<file path="config.mk">
export PLATFORM = sky130hd
export DESIGN_NAME = wdg_top
export DESIGN_NICKNAME = d
export VERILOG_FILES = /design/src/rtl/wdg_pkg.sv /design/src/rtl/wdg_cnt_if.sv /design/src/rtl/wdg_counter.sv /design/src/rtl/wdg_top.sv
export VERILOG_INCLUDE_DIRS = /design/src /design/src/rtl
export SDC_FILE = /design/constraint.sdc
export NUM_CORES = 1
export LEC_CHECK = 0
export ABC_AREA = 1
export BUFFER_PORTS_ARGS = -buffer_cell sky130_fd_sc_hd__buf_2
export CELL_PAD_IN_SITES_DETAIL_PLACEMENT = 0
export CELL_PAD_IN_SITES_GLOBAL_PLACEMENT = 1
export CORE_MARGIN = 2
export CORE_UTILIZATION = 36
export DETAILED_ROUTE_END_ITERATION = 6
export GPL_ROUTABILITY_DRIVEN = 0
export HOLD_SLACK_MARGIN = 0.02
export PLACE_DENSITY = 0.8
export SYNTH_ARGS = -nofsm -noshare
export SYNTH_HDL_FRONTEND = slang
export SYNTH_SLANG_ARGS = --single-unit
</file>
<file path="constraint.sdc">
create_clock -name ref_clk_i -period 1.8 [get_ports ref_clk_i]
set_input_delay 0.18 -clock ref_clk_i [delete_from_list [all_inputs] [get_ports ref_clk_i]]
set_output_delay 0.18 -clock ref_clk_i [all_outputs]
set_load 0.02 [all_outputs]
</file>
<file path="src/rtl/wdg_defines.svh">
`ifndef WDG_DEFINES_SVH
`define WDG_DEFINES_SVH
// special function register addresses
`define WDG_KEY_ADDR        8'hA6
`define WDG_CTRL_ADDR       8'hA7
// key bytes
`define WDG_KEY_FIRST       8'h1E
`define WDG_KEY_SECOND      8'hE1
// control register layout
`define WDG_CTRL_RESET      8'h00
`define WDG_PS_RESET        3'h0
`define WDG_RD_ZERO         8'h00
`define WDG_PS_HI           7
`define WDG_PS_LO           5
`define WDG_IDLE_BIT        4
`define WDG_OVF_BIT         1
`define WDG_RUN_BIT         0
// counter widths and base period
`define WDG_PRE_W           7
`define WDG_TMR_W           14
`define WDG_PS_W            3
`define WDG_BASE_SHIFT      4'hE
`define WDG_TMR_ZERO        14'h0000
`define WDG_TMR_ALL         14'h3FFF
`define WDG_PRE_ZERO        7'h00
`define WDG_PRE_ALL         7'h7F
`endif

</file>
<file path="src/rtl/wdg_pkg.sv">
package wdg_pkg;
   typedef logic [7:0] wdg_byte_t;
   // key sequencer states, gray along the usual path
   typedef enum logic [1:0] {
      WDG_KEY_IDLE = 2'b00,
      WDG_KEY_HALF = 2'b01,
      WDG_KEY_BAD  = 2'b11
   } wdg_key_state_t;
endpackage : wdg_pkg

</file>
<file path="src/rtl/wdg_cnt_if.sv">
`timescale 1ns/1ps
`default_nettype none
interface wdg_cnt_if;
   logic       run;
   logic       clear;
   logic [2:0] period;
   logic       expire;
   modport ctrl (output run, output clear, output period, input expire);
   modport cnt  (input run, input clear, input period, output expire);
endinterface : wdg_cnt_if
`default_nettype wire

</file>
<file path="src/rtl/wdg_counter.sv">
`timescale 1ns/1ps
`default_nettype none
`include "wdg_defines.svh"
module wdg_counter (
   input  wire logic    ref_clk_i,
   input  wire logic    rst_i,
   wdg_cnt_if.cnt       cnt_if
);
   import wdg_pkg::*;

   logic [`WDG_PRE_W-1:0] pre_r;
   logic [`WDG_TMR_W-1:0] tmr_r;
   logic [`WDG_PRE_W-1:0] pre_top;

   // prescaler wraps at 2^ps - 1, so period = 16K * 2^ps
   assign pre_top = `WDG_PRE_ALL >> (`WDG_PRE_W - cnt_if.period);

   always_ff @(posedge ref_clk_i) begin
      if (rst_i || cnt_if.clear) begin
         pre_r <= `WDG_PRE_ZERO;
         tmr_r <= `WDG_TMR_ZERO;
      end else if (cnt_if.run) begin
         if (pre_r >= pre_top) begin
            pre_r <= `WDG_PRE_ZERO;
            tmr_r <= tmr_r + 14'h0001;
         end else begin
            pre_r <= pre_r + 7'h01;
         end
      end
   end

   assign cnt_if.expire = cnt_if.run && !cnt_if.clear && (pre_r >= pre_top) && (tmr_r == `WDG_TMR_ALL);
endmodule : wdg_counter
`default_nettype wire

</file>
<file path="src/rtl/wdg_top.sv">
`timescale 1ns/1ps
`default_nettype none
`include "wdg_defines.svh"
module wdg_top (
   input  wire logic            ref_clk_i,
   input  wire logic            rst_i,
   input  wire logic            sfr_wr_i,
   input  wire logic            sfr_rd_i,
   input  wire logic [7:0]      sfr_addr_i,
   input  wire logic [7:0]      sfr_wdata_i,
   input  wire logic            idle_i,
   input  wire logic            power_down_i,
   output logic [7:0]           sfr_rdata_o,
   output logic                 cpu_reset_o
);
   import wdg_pkg::*;

   wdg_cnt_if                   cnt_bus ();
   wdg_key_state_t              key_r;
   logic [`WDG_PS_W-1:0]        period_r;
   logic                        idle_freeze_r;
   logic                        overflow_flag_r;
   logic                        running_flag_r;
   logic                        key_wr;
   logic                        ctrl_wr;
   logic                        feed_ok;
   logic                        key_fail;
   logic                        trip;
   // key sequence decode, trip and counter control, overflow clear and control read view
   logic                        other_wr;
   logic                        key_idle;
   logic                        key_busy;
   logic                        first_byte;
   logic                        second_byte;
   logic                        bad_first;
   logic                        bad_second;
   logic                        broken_seq;
   logic                        timeout;
   logic                        restart;
   logic                        ovf_clear;
   logic                        halted;
   logic                        frozen;
   wdg_byte_t                   ctrl_view;

   // address decode: only two registers are ours, but any other write
   // still matters because it can break a half-done key sequence
   always_comb begin
      key_wr   = 1'b0;
      ctrl_wr  = 1'b0;
      other_wr = 1'b0;
      if (sfr_addr_i == `WDG_KEY_ADDR) begin
         key_wr   = sfr_wr_i;
      end else if (sfr_addr_i == `WDG_CTRL_ADDR) begin
         ctrl_wr  = sfr_wr_i;
         other_wr = sfr_wr_i;
      end else begin
         other_wr = sfr_wr_i;
      end
   end

   // sequencer decode
   assign key_idle    = (key_r == WDG_KEY_IDLE);
   assign key_busy    = (key_r == WDG_KEY_HALF);
   assign first_byte  = (sfr_wdata_i == `WDG_KEY_FIRST);
   assign second_byte = (sfr_wdata_i == `WDG_KEY_SECOND);

   assign feed_ok    = key_busy && key_wr && second_byte;
   assign bad_first  = key_idle && key_wr && !first_byte;
   // wrong second byte
   // a repeated first byte lands here too, since the order is wrong
   assign bad_second = key_busy && key_wr && !second_byte;
   assign broken_seq = key_busy && other_wr;
   assign key_fail   = bad_first || bad_second || broken_seq;
   // expiry without feed
   // the counter gates expiry with run, so a frozen count never trips
   assign timeout    = cnt_bus.expire;
   assign trip       = key_fail || timeout;

   // key sequencer; reads between the bytes leave it alone
   always_ff @(posedge ref_clk_i) begin
      if (rst_i) begin
         key_r <= WDG_KEY_IDLE;
      end else begin
         case (key_r)
            WDG_KEY_IDLE: begin
               if (key_wr && sfr_wdata_i == `WDG_KEY_FIRST) begin
                  key_r <= WDG_KEY_HALF;
               end
            end
            WDG_KEY_HALF: begin
               if (sfr_wr_i) begin
                  key_r <= WDG_KEY_IDLE;
               end
            end
            default: begin
               key_r <= WDG_KEY_IDLE;
            end
         endcase
      end
   end

   // running from the second key byte on
   always_ff @(posedge ref_clk_i) begin
      if (rst_i) begin
         running_flag_r <= 1'b0;
      end else if (trip) begin
         // the reset pulse disables; software re-enables
         running_flag_r <= 1'b0;
      end else if (feed_ok) begin
         running_flag_r <= 1'b1;
      end
   end

   // period select, acts on the running count at once
   // lowering it mid-count is safe, the prescaler compares with >=
   always_ff @(posedge ref_clk_i) begin
      if (rst_i) begin
         period_r <= `WDG_PS_RESET;
      end else if (ctrl_wr) begin
         period_r <= sfr_wdata_i[`WDG_PS_HI:`WDG_PS_LO];
      end
   end

   always_ff @(posedge ref_clk_i) begin
      if (rst_i) begin
         idle_freeze_r <= 1'b0;
      end else if (ctrl_wr) begin
         idle_freeze_r <= sfr_wdata_i[`WDG_IDLE_BIT];
      end
   end

   // software clears by writing zero to the flag; writing one keeps it,
   // so a read-modify-write of the other fields cannot lose an event
   assign ovf_clear = ctrl_wr && !sfr_wdata_i[`WDG_OVF_BIT];

   // set wins over clear; survives trip
   always_ff @(posedge ref_clk_i) begin
      if (rst_i) begin
         overflow_flag_r <= 1'b0;
      end else if (trip) begin
         overflow_flag_r <= 1'b1;
      end else if (ovf_clear) begin
         overflow_flag_r <= 1'b0;
      end
   end

   // internal reset pulse, one cycle per cycle that trips
   // registered so the pulse is clean; back-to-back bad key writes stretch it over several cycles
   always_ff @(posedge ref_clk_i) begin
      if (rst_i) begin
         cpu_reset_o <= 1'b0;
      end else begin
         cpu_reset_o <= trip;
      end
   end

   // control view, running flag read-only; unused bits read zero
   // built field by field so the layout lives in the defines
   always_comb begin
      ctrl_view                        = `WDG_CTRL_RESET;
      ctrl_view[`WDG_PS_HI:`WDG_PS_LO] = period_r;
      ctrl_view[`WDG_IDLE_BIT]         = idle_freeze_r;
      ctrl_view[`WDG_OVF_BIT]          = overflow_flag_r;
      ctrl_view[`WDG_RUN_BIT]          = running_flag_r;
   end

   // read data stands one cycle and then drops back to zero
   always_ff @(posedge ref_clk_i) begin
      if (rst_i) begin
         sfr_rdata_o <= `WDG_RD_ZERO;
      end else if (!sfr_rd_i) begin
         sfr_rdata_o <= `WDG_RD_ZERO;
      end else if (sfr_addr_i == `WDG_CTRL_ADDR) begin
         sfr_rdata_o <= ctrl_view;
      end else if (sfr_addr_i == `WDG_KEY_ADDR) begin
         sfr_rdata_o <= `WDG_RD_ZERO;
      end else begin
         // foreign addresses belong to other blocks
         sfr_rdata_o <= `WDG_RD_ZERO;
      end
   end

   assign halted  = power_down_i;
   assign frozen  = idle_i && idle_freeze_r;
   assign restart = feed_ok;

   assign cnt_bus.run    = running_flag_r && !halted && !frozen;
   // expiry stays out of clear: expire already looks at clear, so it would loop;
   // a trip drops the running flag and the stopped watchdog clears a cycle later
   assign cnt_bus.clear  = restart || key_fail || !running_flag_r;
   assign cnt_bus.period = period_r;

   wdg_counter u_counter (
      .ref_clk_i (ref_clk_i),
      .rst_i     (rst_i),
      .cnt_if    (cnt_bus.cnt)
   );
endmodule : wdg_top
`default_nettype wire

</file>
Word-level counts from Yosys, hierarchy flattened
Cells that the tools add are included.

Register bits: 38. Input bits: 22. Output and inout port bits: 9. Logic and storage cells: 69.

Add/subtract/negate cells: 3. Magnitude comparators: 1. Equal/unequal tests: 8. Shift-type cells: 1. Muxes and demuxes: 10. Bitwise operators: 2. Reductions and logical operators: 34.

Operators by type and width (number): right shift 7 x 32 -> 7 bit, first input constant (1); equality test 8 bit, second input constant (3); adder 14 x 1 -> 14 bit, second input constant (1); equality test 14 bit, second input constant (1); logical AND 1 bit (14); equality test 8 x 5 -> 1 bit, second input constant (1); adder 7 x 1 -> 7 bit, second input constant (1); greater-or-equal comparator 7 bit (1); logical NOT 1 bit (7); two-way mux 7 bit (1); logical OR 1 bit (6); two-way mux 1 bit (6); two-way mux 2 bit (2); one-hot mux 2 bit (2 select lines) (1); AND reduction 2 bit (2); OR reduction 2 bit (2); subtractor 3 x 3 -> 4 bit, first input constant (1); OR reduction 3 bit (1); equality test 2 x 1 -> 1 bit, second input constant (1); logical NOT 2 bit (1); inequality test 2 x 1 -> 1 bit, second input constant (1); inequality test 2 bit, second input constant (1); inverter 1 bit (2); nonzero test 2 bit (1).

Logic depth before layout (Yosys ltp)
Depth in word-level cells: 14. Mapped depth: 16. Gate-level depth less buffers: 15.

Cells and area by module
From an unflattened synthesis, not the netlist that was laid out.

Cells, all modules: 290. Area total of the unflattened synthesis: 2013.2 sq um.

By module, submodules not included: wdg_counter (instances 1, cells an instance 183, area each 1326.3 sq um, seq. area each 420.4 sq um); wdg_top (instances 1, cells an instance 107, area each 686.9 sq um, seq. area each 280.3 sq um).

Worst setup path before layout
No wires, ideal clock.

Kind: reg2reg. Start point: reg period_r[1], in the netlist cnt_bus.period[1]. End point: reg u_counter.tmr_r[12]. Library setup time: 0.110 ns. Data arrival time: 1.650 ns. Required time: 1.690 ns. Path slack: 0.039 ns. Stages on the path, launching flop included: 16. Buffers on the path: 1. Period minus slack after synthesis: 1.761 ns. Path through: dfxtp_1 > nor2_1 > nand2_1 > ha_1 > inv_1 > nand2_1 > nand2_1 > nand2_1 > nand2_1 > nand2_1 > nand2_2 > inv_1 > buf_2 > nand4_1 > nand3_1 > inv_1.

Word-level cells in the longest chain between the ends: 4.

Ends and longest elaborated chain: start: declaration (line wdg_top.sv:20) `` logic [`WDG_PS_W-1:0] period_r; ``; start signal: assignment (line wdg_top.sv:118) `` period_r <= `WDG_PS_RESET; ``; start signal: assignment (line wdg_top.sv:120) `` period_r <= sfr_wdata_i[`WDG_PS_HI:`WDG_PS_LO]; ``; subtractor 3 x 3 -> 4 bit (no line); right shift 7 x 32 -> 7 bit (no line); greater-or-equal comparator 7 bit (line wdg_counter.sv:23) `if (pre_r >= pre_top) begin`; AND reduction 2 bit (no line); end signal: assignment (line wdg_counter.sv:21) `` tmr_r <= `WDG_TMR_ZERO; ``; end signal: assignment (line wdg_counter.sv:25) `tmr_r <= tmr_r + 14'h0001;`; end: declaration (line wdg_counter.sv:12) `` logic [`WDG_TMR_W-1:0] tmr_r; ``.

Every way passes these cells. A chain may end at the register's enable or synchronous reset.

Final worst setup path
Start point: reg period_r[2], in the netlist cnt_bus.period[2]. End point: reg u_counter.tmr_r[7].

The elaborated chain is that of the path after synthesis.

==> impl_metrics.yaml <==
run_status:
  status: "finished, violations left"
  violations: "setup timing"
worst_setup_path:
  arrival_ns: 2.00
  critPathMaxFanout: 8
  cp.required_ns: 1.98
  rr_worst_depth: 14
  r2r_setup_slack_ns: -0.02
  crit_type: "flop to flop"
  end_kind: "flop"
  rr_startpoint: "cnt_bus.period[2]"
  worst_setup_path_start_kind: "flop"
  timing.rr.end: "u_counter.tmr_r[7]"
synthesis:
  synth.most_common_cell: "nand2_1"
  synth_commonest_cells: "nand2_1 (77), inv_1 (43), dfxtp_1 (35)"
  netlist_area_sq_mm: 0.00194
  synth_cell_types: 24
  ys_seq_area_share_pct: 36.1
  ys_top_cells_by_area: "dfxtp_1 (36%), nand2_1 (15%), inv_1 (8.3%)"
  synthFlopType: "dfxtp_1"
  synth.largest_area_cell: "dfxtp_1"
  yosysWarningCount: 0
  synthArstFlopShare_pct: 0
  synth_edf_count: 0
  synth_top_area_share_pct: 36.1
  syn_inst: 289
  ys_ff_latch: 35
  avgSynthCellArea_sq_um: 6.72
timing:
  setup_ws_ns: -0.0198
  final_max_slew_viol_count: 0
  finalSetupViolations: 7
  finalHoldViolCount: 0
  fmax_ghz: 0.550
  period_share_pct: 101
  skew_ns: 0.00460
  period_minus_slack_ns: 1.82
  rsz0062_at_grt: "true"
cells_and_area:
  final_cells: 408
  fill_cells: 520
  area_growth_pct: 32.4
  layout-drive-gt1-share_pct: 28.7
  nets: 368
  n_antenna_cell: 0
  final_area_sq_mm: 0.00257
placed_design:
  place_area_sq_mm: 0.00224
  port_buffers: 28
  place_worst_setup_slack_ns: -0.114
  place_hpwl_mm: 3.18
  place_inst: 396
power:
  p_leak_nw: 1.10
  clockPowerShare_pct: 51.0
  p_int_w: 0.00135
  share_comb_of_total_power_pct: 3.1
  p_per_area_mw_per_mm2: 653
  ir_worst_vdd_mv: 0.297
  switchingPower_w: 0.000332
  netSwitchingFraction_pct: 19.8
  seq_power_share_pct: 45.9
global_routing:
  grt_util_all_layers_pct: 14.6
  grt_pass1_wl_mm: 7.04
  use_met3_pct: 4.19
  grt_busiest_layer: "met2"
  first_global_vias: 1633
  gr-total-overflow: 0
  grt_antenna_before_repair: 0
  met1_usage_pct: 18.0
  use_met2_pct: 23.9
  grt_max_degree: 15
clocking:
  cts_buffers: 5
  clock_sinks: 35
  cts_buffer_depth: 2
  ctsHoldBuffers: 0
  cts_root_buf: "clkbuf_8"
  cts_max_level: 2
  cts_tree: "yes"
  insertion_delay_ns: 0.29
  cts.clk_slew.worst_paths_ns: 0.08
drt:
  via_count: 1816
  routed_wl_mm: 4.22
  routedWlPerCell_microns: 10.3
  drc: 0
  drtIter0Drc: 45
  ant_nets: 0
  first_pass_iters: 4
  drt-vias-per-instance: 4.45
run:
  maxCapViolCount: 0
die:
  die_h_microns: 77.5
  rows: 26
  die-area_sq_mm: 0.00600
  ios: 31
  core-area_sq_mm: 0.00517
  start_util_pct: 37.6
  die_w_microns: 77.5
min_path:
  hp-class: "input port to flop"
  min_path_cells: 2
  min-delay-start: "rst_i"
  hold_end: "key_r[0]"
## through the flow
step / utilization (%) / TNS, ns / total power (W) / hold slack, ns
after floorplan: - / 0 / 0.000817 / 0.249
after global placement: 43.3 / -0.0974 / 0.000842 / 0.357
after detailed placement: 43.3 / -0.526 / 0.000843 / 0.363
after CTS: 46.4 / 0 / 0.00170 / 0.0502
after global routing: 49.7 / -1.59 / 0.00174 / 0.0503
final: 49.7 / -0.104 / 0.00168 / 0.0603
## layer usage
| metal | vias to the layer above | share of wire [%] |
|---|---|---|
| li1 | 996 | - |
| met1 | 780 | 48 |
| met2 | 34 | 46 |
| met3 | 6 | 4.5 |
| met4 | 0 | 1.4 |
| met5 | - | 0 |
## kinds of logic after synthesis
logic type / after synthesis / share of synthesized area (%)
other: 1 / 0.193
DFF: 35 / 36.1
and+or+nand+nor: 154 / 34.4
AOI/OAI and AO/OA: 28 / 7.47
buffers and inverters: 49 / 10.2
adders and majority gates: 9 / 5.80
xor gates and xnor gates: 13 / 5.86
## final cells by class
type                    count  area, sq um  share of cell area [%]
repair buffers             44          284                    11.0
well taps                  70         87.6                    3.40
clock inverters             3         67.6                    2.63
clock buffers               5         68.8                    2.68
flip-flops and latches     35          709                    27.6
multi-input cells         206         1180                    45.8
inverters                  45          178                    6.91
## state kept, by name, summed over array words and instances, names as in the netlist
| signal | count |
|---|---|
| idle_freeze_r | 1 |
| sfr_rdata_o | 6 |
| key_r | 1 |
| cnt_bus.period | 3 |
| u_counter.pre_r | 7 |
| u_counter.tmr_r | 14 |
| cpu_reset_o | 1 |
| running_flag_r | 1 |
| overflow_flag_r | 1 |
## power by group through the flow
stage                logic, W  clock network (W)  registers [W]
floorplan           0.0000244                  0       0.000792
global placement    0.0000502                  0       0.000792
detailed placement  0.0000508                  0       0.000792
CTS                 0.0000508           0.000878       0.000774
global route        0.0000587           0.000908       0.000771
finish              0.0000513           0.000856       0.000771
## timing repair
item	CTS	global route
buffers inserted	2	2
pin swaps	0	15
resized for setup	4	43
endpoints found under the setup margin	15	23
## critical path, cell delays in order, from the launching register on
cell and delay, ns:
dfxtp_4 0.38, nor2_4 0.11, nand2_1 0.06, ha_1 0.27, inv_1 0.06, nand2_1 0.05, nand2_1 0.06, nand2_1 0.05
nand2_1 0.07, nand2_2 0.07, nand2_4 0.09, clkinvlp_4 0.17, buf_6 0.18, nand2_2 0.07, a21oi_2 0.04
## cells in the final DEF, fill, tap and decap left out, types with 9 or more instances in the layout
master	netlist	routed
dfxtp_1	35	32
nand3_1	18	17
nor2_2	8	9
nand2_1	77	67
nor2_1	31	28
buf_2	2	28
nand2_2	2	10
a21oi_2	0	9
nor3_1	11	9
inv_1	43	42
buf_4	2	12
## how the worst max path moves through the flow
| stage | from | endpoint | slack, ns | cells after the start |
|---|---|---|---|---|
| floorplan | cnt_bus.period[1] | u_counter.tmr_r[12] | 0.04 | 15 |
| global placement | cnt_bus.period[1] | u_counter.tmr_r[12] | -0.04 | 14 |
| detailed placement | cnt_bus.period[1] | u_counter.tmr_r[8] | -0.11 | 14 |
| CTS | cnt_bus.period[2] | u_counter.tmr_r[4] | 0.003 | 11 |
| global route | cnt_bus.period[2] | u_counter.tmr_r[2] | -0.13 | 14 |
| finish | cnt_bus.period[2] | u_counter.tmr_r[7] | -0.02 | 14 |
(Power assumes the default switching activity.)
